File: src/ics_pkg.sv
/*
 Shared constants and types of the internal clock select switch.
 Assumes one 100 MHz system clock and APB register access.
*/
// Function
// - RC mode: pin two drives clock divided by four
// - RC with I/O: pin two is general I/O
// - Internal clock-out: pin one I/O, pin two clock/4
// - Internal with I/O: both pins general I/O
// - Fast oscillator on: select nonzero and scs/two-speed
// - Trim is 5-bit signed, resets zero, upper zero
// - Trim 0 calibrated, 01111 max, 10000 min
// - Trim drifts frequency; no completion flag exists
// - Trim never touches slow oscillator timing
// - Slow oscillator times power-up, watchdog, fail-safe
// - Slow oscillator on for slow select or timers
// - Two read-only stable bits, fast and slow
// - Select field resets to 110, 4 MHz
// - Switch: start, falling edge, hold low, rising edge
// - Postscaled fast switches need no start-up wait
// - Source select 0 config mode, 1 internal
// - Any reset clears source select
// - Automatic switches keep scs; status shows source
// - Select codes 111 fast, 110..001 fast divided, 000 slow
// - Startup status 1 external, 0 internal
// - Pin mode comes from config oscillator field

package ics_pkg;

// ==========================================================
// Register map
localparam logic [11:0] ICS_OFS_CTL = 12'h000;
localparam logic [11:0] ICS_OFS_TRIM = 12'h004;
localparam logic [11:0] ICS_OFS_CFG = 12'h008;

// ==========================================================
// Reset values and codes
localparam logic [2:0] ICS_SEL_RST = 3'h6;
localparam logic [2:0] ICS_SEL_SLOW = 3'h0;
localparam logic [2:0] ICS_SEL_FAST = 3'h7;
localparam logic [4:0] ICS_TRIM_RST = 5'h00;
localparam logic ICS_SCS_RST = 1'b0;
localparam logic [2:0] ICS_MODE_LP = 3'h0;
localparam logic [2:0] ICS_MODE_XT = 3'h1;
localparam logic [2:0] ICS_MODE_HS = 3'h2;
localparam logic [2:0] ICS_MODE_EC = 3'h3;
localparam logic [2:0] ICS_MODE_INTIO = 3'h4;
localparam logic [2:0] ICS_MODE_INTCLK = 3'h5;
localparam logic [2:0] ICS_MODE_RESISTOR_CAP_WITH_IO_MODE = 3'h6;
localparam logic [2:0] ICS_MODE_RC = 3'h7;
localparam int ICS_DIV_W = 6;

// ==========================================================
// Types
typedef struct packed {
	logic [2:0] sel;
	logic system_clock_source_select;
} ics_ctl_t;

typedef struct packed {
	logic fsm_en;
	logic wdt_en;
	logic power_up_timer_en;
	logic two_speed;
	logic [2:0] mode;
} ics_cfg_t;

localparam ics_cfg_t ICS_CFG_RST = 7'h05;

typedef struct packed {
	logic ext;
	logic [2:0] sel;
} ics_src_t;

typedef enum logic [1:0] {
	ICS_IDLE = 2'b00,
	ICS_WAIT_RDY = 2'b01,
	ICS_WAIT_FALL = 2'b10,
	ICS_WAIT_RISE = 2'b11
} ics_state_t;

endpackage

File: src/ics_clock_select.sv
/*
 Internal clock select switch: APB registers, postscaler, glitch
 free source switch, divided clock output and pin muxing.
 Assumes oscillator clocks far below 50 MHz, sampled by clk.
*/
// Register access over APB and the register addresses were left to the implementer.
`timescale 1ns/1ns
`default_nettype none

module ics_clock_select #(
	parameter int DIV_W = ics_pkg::ICS_DIV_W
)(
	input wire logic clk,
	input wire logic srst,
	input wire logic psel,
	input wire logic penable,
	input wire logic pwrite,
	input wire logic [11:0] paddr,
	input wire logic [31:0] pwdata,
	output logic [31:0] prdata,
	output logic pready,
	output logic pslverr,
	input wire logic pin_one_in,
	input wire logic fast_osc_clk,
	input wire logic fast_osc_ready,
	input wire logic slow_osc_clk,
	input wire logic slow_osc_ready,
	input wire logic auto_internal,
	input wire logic gpio_one_out,
	input wire logic gpio_one_oe,
	input wire logic gpio_two_out,
	input wire logic gpio_two_oe,
	output logic sys_clk,
	output logic fast_osc_en,
	output logic slow_osc_en,
	output logic signed [4:0] trim_value,
	output logic pin_one_out,
	output logic pin_one_oe,
	output logic pin_two_out,
	output logic pin_two_oe
);

// ==========================================================
// Input synchronisers
logic [4:0] raw;
logic [4:0] sync_a_q;
logic [4:0] sync_b_q;
assign raw = {pin_one_in, fast_osc_clk, fast_osc_ready,
	slow_osc_clk, slow_osc_ready};

genvar g;
generate
	for (g = 0; g < 5; g++)
	begin : g_sync
		always_ff @(posedge clk)
		begin
			sync_a_q[g] <= srst ? 1'b0 : raw[g];
			sync_b_q[g] <= srst ? 1'b0 : sync_a_q[g];
		end
	end
endgenerate

logic ext_s, fast_s, fast_rdy_s, slow_s, slow_rdy_s;
assign ext_s = sync_b_q[4];
assign fast_s = sync_b_q[3];
assign fast_rdy_s = sync_b_q[2];
assign slow_s = sync_b_q[1];
assign slow_rdy_s = sync_b_q[0];

// ==========================================================
// Registers
ics_pkg::ics_ctl_t ctl_q, ctl_d;
ics_pkg::ics_cfg_t cfg_q, cfg_d;
logic [4:0] trim_q, trim_d;
logic [31:0] prdata_q, prdata_d;
logic fast_st_q, fast_st_d, slow_st_q, slow_st_d;
ics_pkg::ics_src_t cur_q, cur_d, tgt_q, tgt_d, tgt;
logic setup, wr, mapped, is_ctl, is_trim, is_cfg;

assign setup = psel && !penable;
assign wr = psel && penable && pwrite;
assign is_ctl = paddr == ics_pkg::ICS_OFS_CTL;
assign is_trim = paddr == ics_pkg::ICS_OFS_TRIM;
assign is_cfg = paddr == ics_pkg::ICS_OFS_CFG;
assign mapped = is_ctl || is_trim || is_cfg;
// Zero wait states keep the core's register access simple
assign pready = 1'b1;
assign pslverr = psel && penable && !mapped;

always_comb
begin
	ctl_d = ctl_q;
	cfg_d = cfg_q;
	trim_d = trim_q;
	prdata_d = prdata_q;
	if (wr && is_ctl)
		ctl_d = {pwdata[6:4], pwdata[0]};
	if (wr && is_trim)
		trim_d = pwdata[4:0];
	if (wr && is_cfg)
		cfg_d = pwdata[6:0];
	if (setup && is_ctl)
		prdata_d = {24'h0, 1'b0, ctl_q.sel, cur_q.ext,
			fast_st_q, slow_st_q, ctl_q.system_clock_source_select};
	else if (setup && is_trim)
		prdata_d = {27'h0, trim_q};
	else if (setup && is_cfg)
		prdata_d = {25'h0, cfg_q};
	else if (setup)
		prdata_d = 32'h0;
end

always_ff @(posedge clk)
begin
	ctl_q <= srst ? {ics_pkg::ICS_SEL_RST, ics_pkg::ICS_SCS_RST} :
		ctl_d;
	cfg_q <= srst ? ics_pkg::ICS_CFG_RST : cfg_d;
	trim_q <= srst ? ics_pkg::ICS_TRIM_RST : trim_d;
	prdata_q <= srst ? 32'h0 : prdata_d;
end

assign prdata = prdata_q;
// Signed code to the analog trim only; slow path never sees it
assign trim_value = signed'(trim_q);

// ==========================================================
// Postscaler divider chain
logic [DIV_W-1:0] div_q, div_d;
logic fast_prev_q;

always_comb
begin
	div_d = div_q;
	if (fast_s && !fast_prev_q)
		div_d = div_q + 1'b1;
end

always_ff @(posedge clk)
begin
	div_q <= srst ? '0 : div_d;
	fast_prev_q <= srst ? 1'b0 : fast_s;
end

// ==========================================================
// Source helpers
function automatic logic src_level(ics_pkg::ics_src_t s,
	logic [DIV_W-1:0] dv, logic e, logic f, logic sl);
	if (s.ext)
		return e;
	if (s.sel == ics_pkg::ICS_SEL_SLOW)
		return sl;
	if (s.sel == ics_pkg::ICS_SEL_FAST)
		return f;
	return dv[3'd6 - s.sel];
endfunction

function automatic logic fast_based(ics_pkg::ics_src_t s);
	return !s.ext && s.sel != ics_pkg::ICS_SEL_SLOW;
endfunction

logic int_mode, use_int, two_sp;
assign int_mode = cfg_q.mode == ics_pkg::ICS_MODE_INTIO ||
	cfg_q.mode == ics_pkg::ICS_MODE_INTCLK;
// Automatic requests steer the source but never write scs
assign use_int = ctl_q.system_clock_source_select || auto_internal || int_mode;
assign two_sp = cfg_q.two_speed;
assign tgt.ext = !use_int;
assign tgt.sel = use_int ? ctl_q.sel : ics_pkg::ICS_SEL_SLOW;

// ==========================================================
// Glitch free switch
ics_pkg::ics_state_t st_q, st_d;
logic sys_clk_q, sys_clk_d, cur_prev_q, new_prev_q;
logic cur_lvl, new_lvl, tgt_rdy, both_fast;

assign cur_lvl = src_level(cur_q, div_q, ext_s, fast_s, slow_s);
assign new_lvl = src_level(tgt_q, div_q, ext_s, fast_s, slow_s);
assign tgt_rdy = tgt_q.ext ||
	(tgt_q.sel == ics_pkg::ICS_SEL_SLOW ? slow_rdy_s : fast_rdy_s);
assign both_fast = fast_based(cur_q) && fast_based(tgt_q);

// A stopped new clock leaves the switch waiting in hold-low
always_comb
begin
	st_d = st_q;
	cur_d = cur_q;
	tgt_d = tgt_q;
	sys_clk_d = cur_lvl;
	fast_st_d = fast_st_q;
	slow_st_d = slow_st_q;
	unique case (st_q)
		ics_pkg::ICS_IDLE:
		begin
			fast_st_d = fast_rdy_s;
			slow_st_d = slow_rdy_s;
			if (tgt != cur_q)
			begin
				tgt_d = tgt;
				st_d = ics_pkg::ICS_WAIT_RDY;
			end
		end
		ics_pkg::ICS_WAIT_RDY:
			if (tgt_rdy || both_fast)
				st_d = ics_pkg::ICS_WAIT_FALL;
		ics_pkg::ICS_WAIT_FALL:
			if (cur_prev_q && !cur_lvl)
			begin
				sys_clk_d = 1'b0;
				st_d = ics_pkg::ICS_WAIT_RISE;
			end
		ics_pkg::ICS_WAIT_RISE:
		begin
			sys_clk_d = 1'b0;
			if (!new_prev_q && new_lvl)
			begin
				sys_clk_d = 1'b1;
				cur_d = tgt_q;
				fast_st_d = fast_rdy_s;
				slow_st_d = slow_rdy_s;
				st_d = ics_pkg::ICS_IDLE;
			end
		end
	endcase
end

always_ff @(posedge clk)
begin
	st_q <= srst ? ics_pkg::ICS_IDLE : st_d;
	cur_q <= srst ? {1'b1, ics_pkg::ICS_SEL_SLOW} : cur_d;
	tgt_q <= srst ? {1'b1, ics_pkg::ICS_SEL_SLOW} : tgt_d;
	sys_clk_q <= srst ? 1'b0 : sys_clk_d;
	fast_st_q <= srst ? 1'b0 : fast_st_d;
	slow_st_q <= srst ? 1'b0 : slow_st_d;
	cur_prev_q <= srst ? 1'b0 : cur_lvl;
	new_prev_q <= srst ? 1'b0 : new_lvl;
end

assign sys_clk = sys_clk_q;

// ==========================================================
// Oscillator enables
logic fast_en_q, fast_en_d, slow_en_q, slow_en_d, sel_slow;
logic busy;
assign sel_slow = ctl_q.sel == ics_pkg::ICS_SEL_SLOW;
assign busy = st_q != ics_pkg::ICS_IDLE;

always_comb
begin
	fast_en_d = (!sel_slow && (ctl_q.system_clock_source_select || two_sp)) ||
		fast_based(cur_q) || (busy && fast_based(tgt_q));
	slow_en_d = (sel_slow && (ctl_q.system_clock_source_select || two_sp)) ||
		cfg_q.power_up_timer_en || cfg_q.wdt_en || cfg_q.fsm_en ||
		(!cur_q.ext && cur_q.sel == ics_pkg::ICS_SEL_SLOW) ||
		(busy && !tgt_q.ext && tgt_q.sel == ics_pkg::ICS_SEL_SLOW);
end

always_ff @(posedge clk)
begin
	fast_en_q <= srst ? 1'b0 : fast_en_d;
	slow_en_q <= srst ? 1'b0 : slow_en_d;
end

assign fast_osc_en = fast_en_q;
assign slow_osc_en = slow_en_q;

// ==========================================================
// Divided clock output and pins
logic [1:0] div4_q, div4_d;
logic sys_prev_q;

always_comb
begin
	div4_d = div4_q;
	if (sys_clk_q && !sys_prev_q)
		div4_d = div4_q + 1'b1;
end

always_ff @(posedge clk)
begin
	div4_q <= srst ? 2'h0 : div4_d;
	sys_prev_q <= srst ? 1'b0 : sys_clk_q;
end

logic clk_out_pin, io_two;
assign clk_out_pin = cfg_q.mode == ics_pkg::ICS_MODE_RC ||
	cfg_q.mode == ics_pkg::ICS_MODE_INTCLK;
assign io_two = cfg_q.mode == ics_pkg::ICS_MODE_RESISTOR_CAP_WITH_IO_MODE ||
	cfg_q.mode == ics_pkg::ICS_MODE_INTIO ||
	cfg_q.mode == ics_pkg::ICS_MODE_EC;

always_comb
begin
	pin_one_out = int_mode ? gpio_one_out : 1'b0;
	pin_one_oe = int_mode ? gpio_one_oe : 1'b0;
	pin_two_out = 1'b0;
	pin_two_oe = 1'b0;
	if (clk_out_pin)
	begin
		pin_two_out = div4_q[1];
		pin_two_oe = 1'b1;
	end
	else if (io_two)
	begin
		pin_two_out = gpio_two_out;
		pin_two_oe = gpio_two_oe;
	end
end
endmodule

`default_nettype wire

File: config.mk
export PLATFORM = sky130hd
export DESIGN_NAME = ics_clock_select
export DESIGN_NICKNAME = d
export VERILOG_FILES = /design/src/ics_pkg.sv /design/src/ics_clock_select.sv
export SDC_FILE = /design/constraint.sdc
export NUM_CORES = 1
export LEC_CHECK = 0
export BUFFER_PORTS_ARGS = -buffer_cell sky130_fd_sc_hd__buf_2
export CAP_MARGIN = 0
export CORE_MARGIN = 1
export CORE_UTILIZATION = 30
export CTS_CLUSTER_SIZE = 40
export DETAILED_ROUTE_END_ITERATION = 7
export PLACE_DENSITY_LB_ADDON = 0.15
export SYNTH_ARGS = -nofsm -noshare
export SYNTH_HDL_FRONTEND = slang
export SYNTH_SLANG_ARGS = --single-unit
File: constraint.sdc
create_clock -name clk -period 6.2 [get_ports clk]
set_input_delay 1.24 -clock clk [delete_from_list [all_inputs] [get_ports clk]]
set_output_delay 1.24 -clock clk [all_outputs]
set_load 0.005 [all_outputs]
# == Word-level counts from Yosys, hierarchy flattened ==
# Index checks and enable logic that the tools add are counted.
# op_classes
magnitude_cmp,2
n_eq_ne,17
n_mux,52
n_reduce_logical,65
addsub,4
# ops
cell,count
1-bit two-way mux,37
7-bit two-way mux,4
1-bit logical AND,23
3-bit equality test (second input constant),6
1-bit logical OR,18
12-bit by 3-bit equality test with 1-bit output (second input constant),1
12-bit by 4-bit equality test with 1-bit output (second input constant),1
12-bit zero test,1
1-bit zero test,10
3-bit zero test,3
3-bit by 4-bit less-than comparator with 1-bit output (second input constant),2
2-bit two-way mux,4
2-bit != test (second input constant),4
2-bit case mux with 4 select lines,1
6-bit by 1-bit adder with 6-bit output (second input constant),1
1-bit binary-select mux with 3-bit select,2
1-bit case mux with 2 select lines,3
2-bit AND reduction,3
3-bit nonzero test,2
3-bit subtractor (first input constant),2
2-bit equality test (second input constant),2
4-bit != test,1
4-bit AND reduction,1
2-bit nonzero test,2
6 further kinds,6
# totals
elab_cells,175
input_bits,59
output_inout_bits,46
reg_bits,60

# == Longest topological paths before layout ==
# depth
word_depth,12
ltp_mapped,8
mapped_depth_nobuf,8

# == Worst setup path after synthesis ==
# No wires, ideal clock.
# synth_timing
path_type,input to output
start,input paddr[1]
end,output pslverr
required_ns,4.960
t_arrival_ns,1.889
n_path_buf,0
stages,4
path_slack_ns,3.071
path_cell_list,nor4_1 > nand3_1 > a21oi_1 > nor2_1
# synth_between
elab_chain_cells,5
elab_cells_between_ends,7
cone_classes,2 x eq/ne; 5 x reduce/logical
# synth_rtl
item,line,rtl
from (decl),ics_clock_select.sv:18,"input wire logic [11:0] paddr,"
12-bit by 3-bit equality test with 1-bit output / 12-bit zero test (equally long branches),"ics_clock_select.sv:83, ics_clock_select.sv:82",
1-bit logical OR,ics_clock_select.sv:85,assign mapped = is_ctl || is_trim || is_cfg;
1-bit logical OR (*),ics_clock_select.sv:85,
1-bit zero test (*),ics_clock_select.sv:88,assign pslverr = psel && penable && !mapped;
1-bit logical AND (*),ics_clock_select.sv:88,
to (decl),ics_clock_select.sv:22,"output logic pslverr,"
# Every way passes the cells marked *; elsewhere a longest branch is shown, timed or not.

# == Worst setup path in the final report ==
# Ends and elaborated chain as after synthesis.

==> impl_results.md <==
- Outcome: completed
- Port bufs: 53
- Top FF cell, synth: dfxtp_1
- Fin. Hold Viols: 0
- Gr ovfl total: 0
- # DRC: 0
- First-pass DRT Iterations: 4
- Sequential share of the synthesized area: 0.383
- Vias: 2507
- Antenna violations before repair: 0
- Share of layout cells above drive strength 1: 0.203
- H-tree depth: 3
- Final core occ: 0.361
- Total power: 971 uW
- Worst Skew: 0.00875 ns
- DRT Wirelength: 7.06 mm
- RePlAce Congestion: 0.753
- CP arrival: 2.28 ns
- Max IR drop VDD: 0.107 mV
- Hold WC Path Type: register to register
- Cells after Synth: 358
- CP Class: input port to primary output
- Total negative setup slack: 0 ns
- Per-cell routed wire length: 12.9 um
- Slew headroom: 0.663
- Power density cells: 270 nW/um2
- Final period util: 0.567
- Diode count: 0
- Post-synthesis instance area: 3130 um2
- Post-CTS Resized: 0
- Syn avg cell area: 8.75 um2
- Layout area overhead: 14.9%
- Startpoint Class: input port
- Total CTS buffers: 9
- Die height: 104 um
- GRT Total Usage: 0.138
- Hpwl dp: 5.20 mm
- Worst-Margin Slew: 0.505 ns
- First-pass GRT wire length: 11.9 mm
- Initial Util: 0.315
- DRT iter0 DRCs: 74
- Synthesis-stage register bit count: 60
- Number of synthesized flops with an enable pin: 0
- Largest net degree at the start of global routing: 46
- Fmax: 284 MHz
- Num rows: 36
- Most frequent cells in the layout: dfxtp_1, buf_2, nor2_1
- Total core area: 9950 um2
- Final Slew Violations: 0
- Setup repair bufs after CTS: 0
- Full die area: 10900 um2
- Max FO, Critical Path: 7
- Antenna Nets Post-Route: 0
- Die width: 104 um
- Unrepaired setup endpoints after global routing: no
- Number of I/O pins: 105
- CTS Sinks: 60
- Yosys warning count: 0
- CTS tree: done
- Nets: 478
- Commonest non-fill, non-tap cell in the layout: dfxtp_1
- Synth cell types: 56
- CTS max path bufs: 2
- Final setup viols: 0
- Max-Cap Viols: 0
- Worst setup EP type: primary output
- Required time of the worst setup path: 4.96 ns
- Vias in the first global route: 2376
- Routed vias/inst: 4.59
- Clk pin slew, worst setup/hold paths: 0.07 ns
- Async S/R FF share, synth: 0
- CTS Root Cell: clkbuf_8
- Worst-skew pair later-pin latency: 0.33 ns
- LEAKAGE: 1.55 nW
- Cts hold-fix bufs: 0
- Tmin final: 3.52 ns
[synthesized netlist by cell type (all sizes together), types with 4 or more instances]
cell type / number / share of area
nand4: 4 / 0.0080
o221ai: 4 / 0.011
mux2i: 22 / 0.070
xor2: 4 / 0.011
ha: 11 / 0.044
nor4: 4 / 0.0080
nor2: 38 / 0.046
nand2b: 8 / 0.016
nor2b: 22 / 0.045
inv: 20 / 0.024
nand2: 21 / 0.025
a21oi: 26 / 0.044
dfxtp: 60 / 0.38
a31oi: 4 / 0.014
xnor2: 4 / 0.011
buf: 31 / 0.069
clkbuf: 8 / 0.0096
o21ai: 14 / 0.022
nand3: 10 / 0.018
[cell type report]
type                       count  area (um2)
timing repair buffer          54         273
clock inverter                 5        52.6
tap                          133         166
multi-input combinational    263        1700
fill                        1090        6360
inverter                      20        75.1
clock buffer                  11         131
sequential                    60        1200
[critical path, stage by stage]
cell     delay, ns
buf_2         0.10
nor4_1        0.30
nand3_1       0.28
a21oi_1       0.20
nor2_1        0.05
buf_2         0.12
[sequential cells by signal, summed over array words and instances, names as in the netlist, 4 cells and up]
signal	cells
prdata	7
div_q	6
cur_q	4
ctl_q	4
tgt_q	4
trim_value	5
sync_a_q	5
cfg_q	6
[per-layer routing]
layer | up-vias | wire length, um | global-route usage
met2 | 71 | 3390 | 0.228
met4 | 0 | 70 | 0.0357
met5 | - | 0 | 0
met1 | 1157 | 3270 | 0.172
li1 | 1272 | - | -
met3 | 7 | 325 | 0.0432
[cells by family (layout without fill, tap and decap cells)]
logic type / Yosys count / count (layout) / share of synthesized area
and+or+nand+nor: 123 / 123 / 0.202
AOI/OAI and AO/OA: 70 / 70 / 0.155
DFF: 60 / 60 / 0.383
buffers and inverters: 59 / 90 / 0.103
muxes: 25 / 25 / 0.0883
adders and majority gates: 11 / 11 / 0.0439
xor gates and xnor gates: 8 / 8 / 0.0224
other: 2 / 26 / 0.00240
[through the flow]
step / worst slack [ns] / hold WS (ns) / instance area (um2) / cells
floorplan: 3.07 / 0.414 / 3220 / 382
global placement: 2.71 / 0.421 / 3410 / 530
detailed placement: 2.70 / 0.428 / 3410 / 530
CTS: 2.70 / 0.445 / 3600 / 546
global route: 2.57 / 0.455 / 3600 / 546
finish: 2.68 / 0.440 / 3600 / 546
[path summary, 6_finish.rpt]
kind               startpoint      end  slack [ns]  depth (start not counted)
hold / removal    sync_a_q[3]   fast_s        0.44                          1
hold reg to reg   sync_a_q[3]   fast_s        0.44                          1
setup / recovery     paddr[1]  pslverr        2.68                          6
setup reg to reg     tgt_q[0]  st_q[0]        4.02                          8
[where the power goes]
part           internal (mW)  switching [mW]
clock                  0.184           0.151
sequential             0.410          0.0265
combinational         0.0854           0.114
total                  0.679           0.292
(Power assumes the default switching activity.)
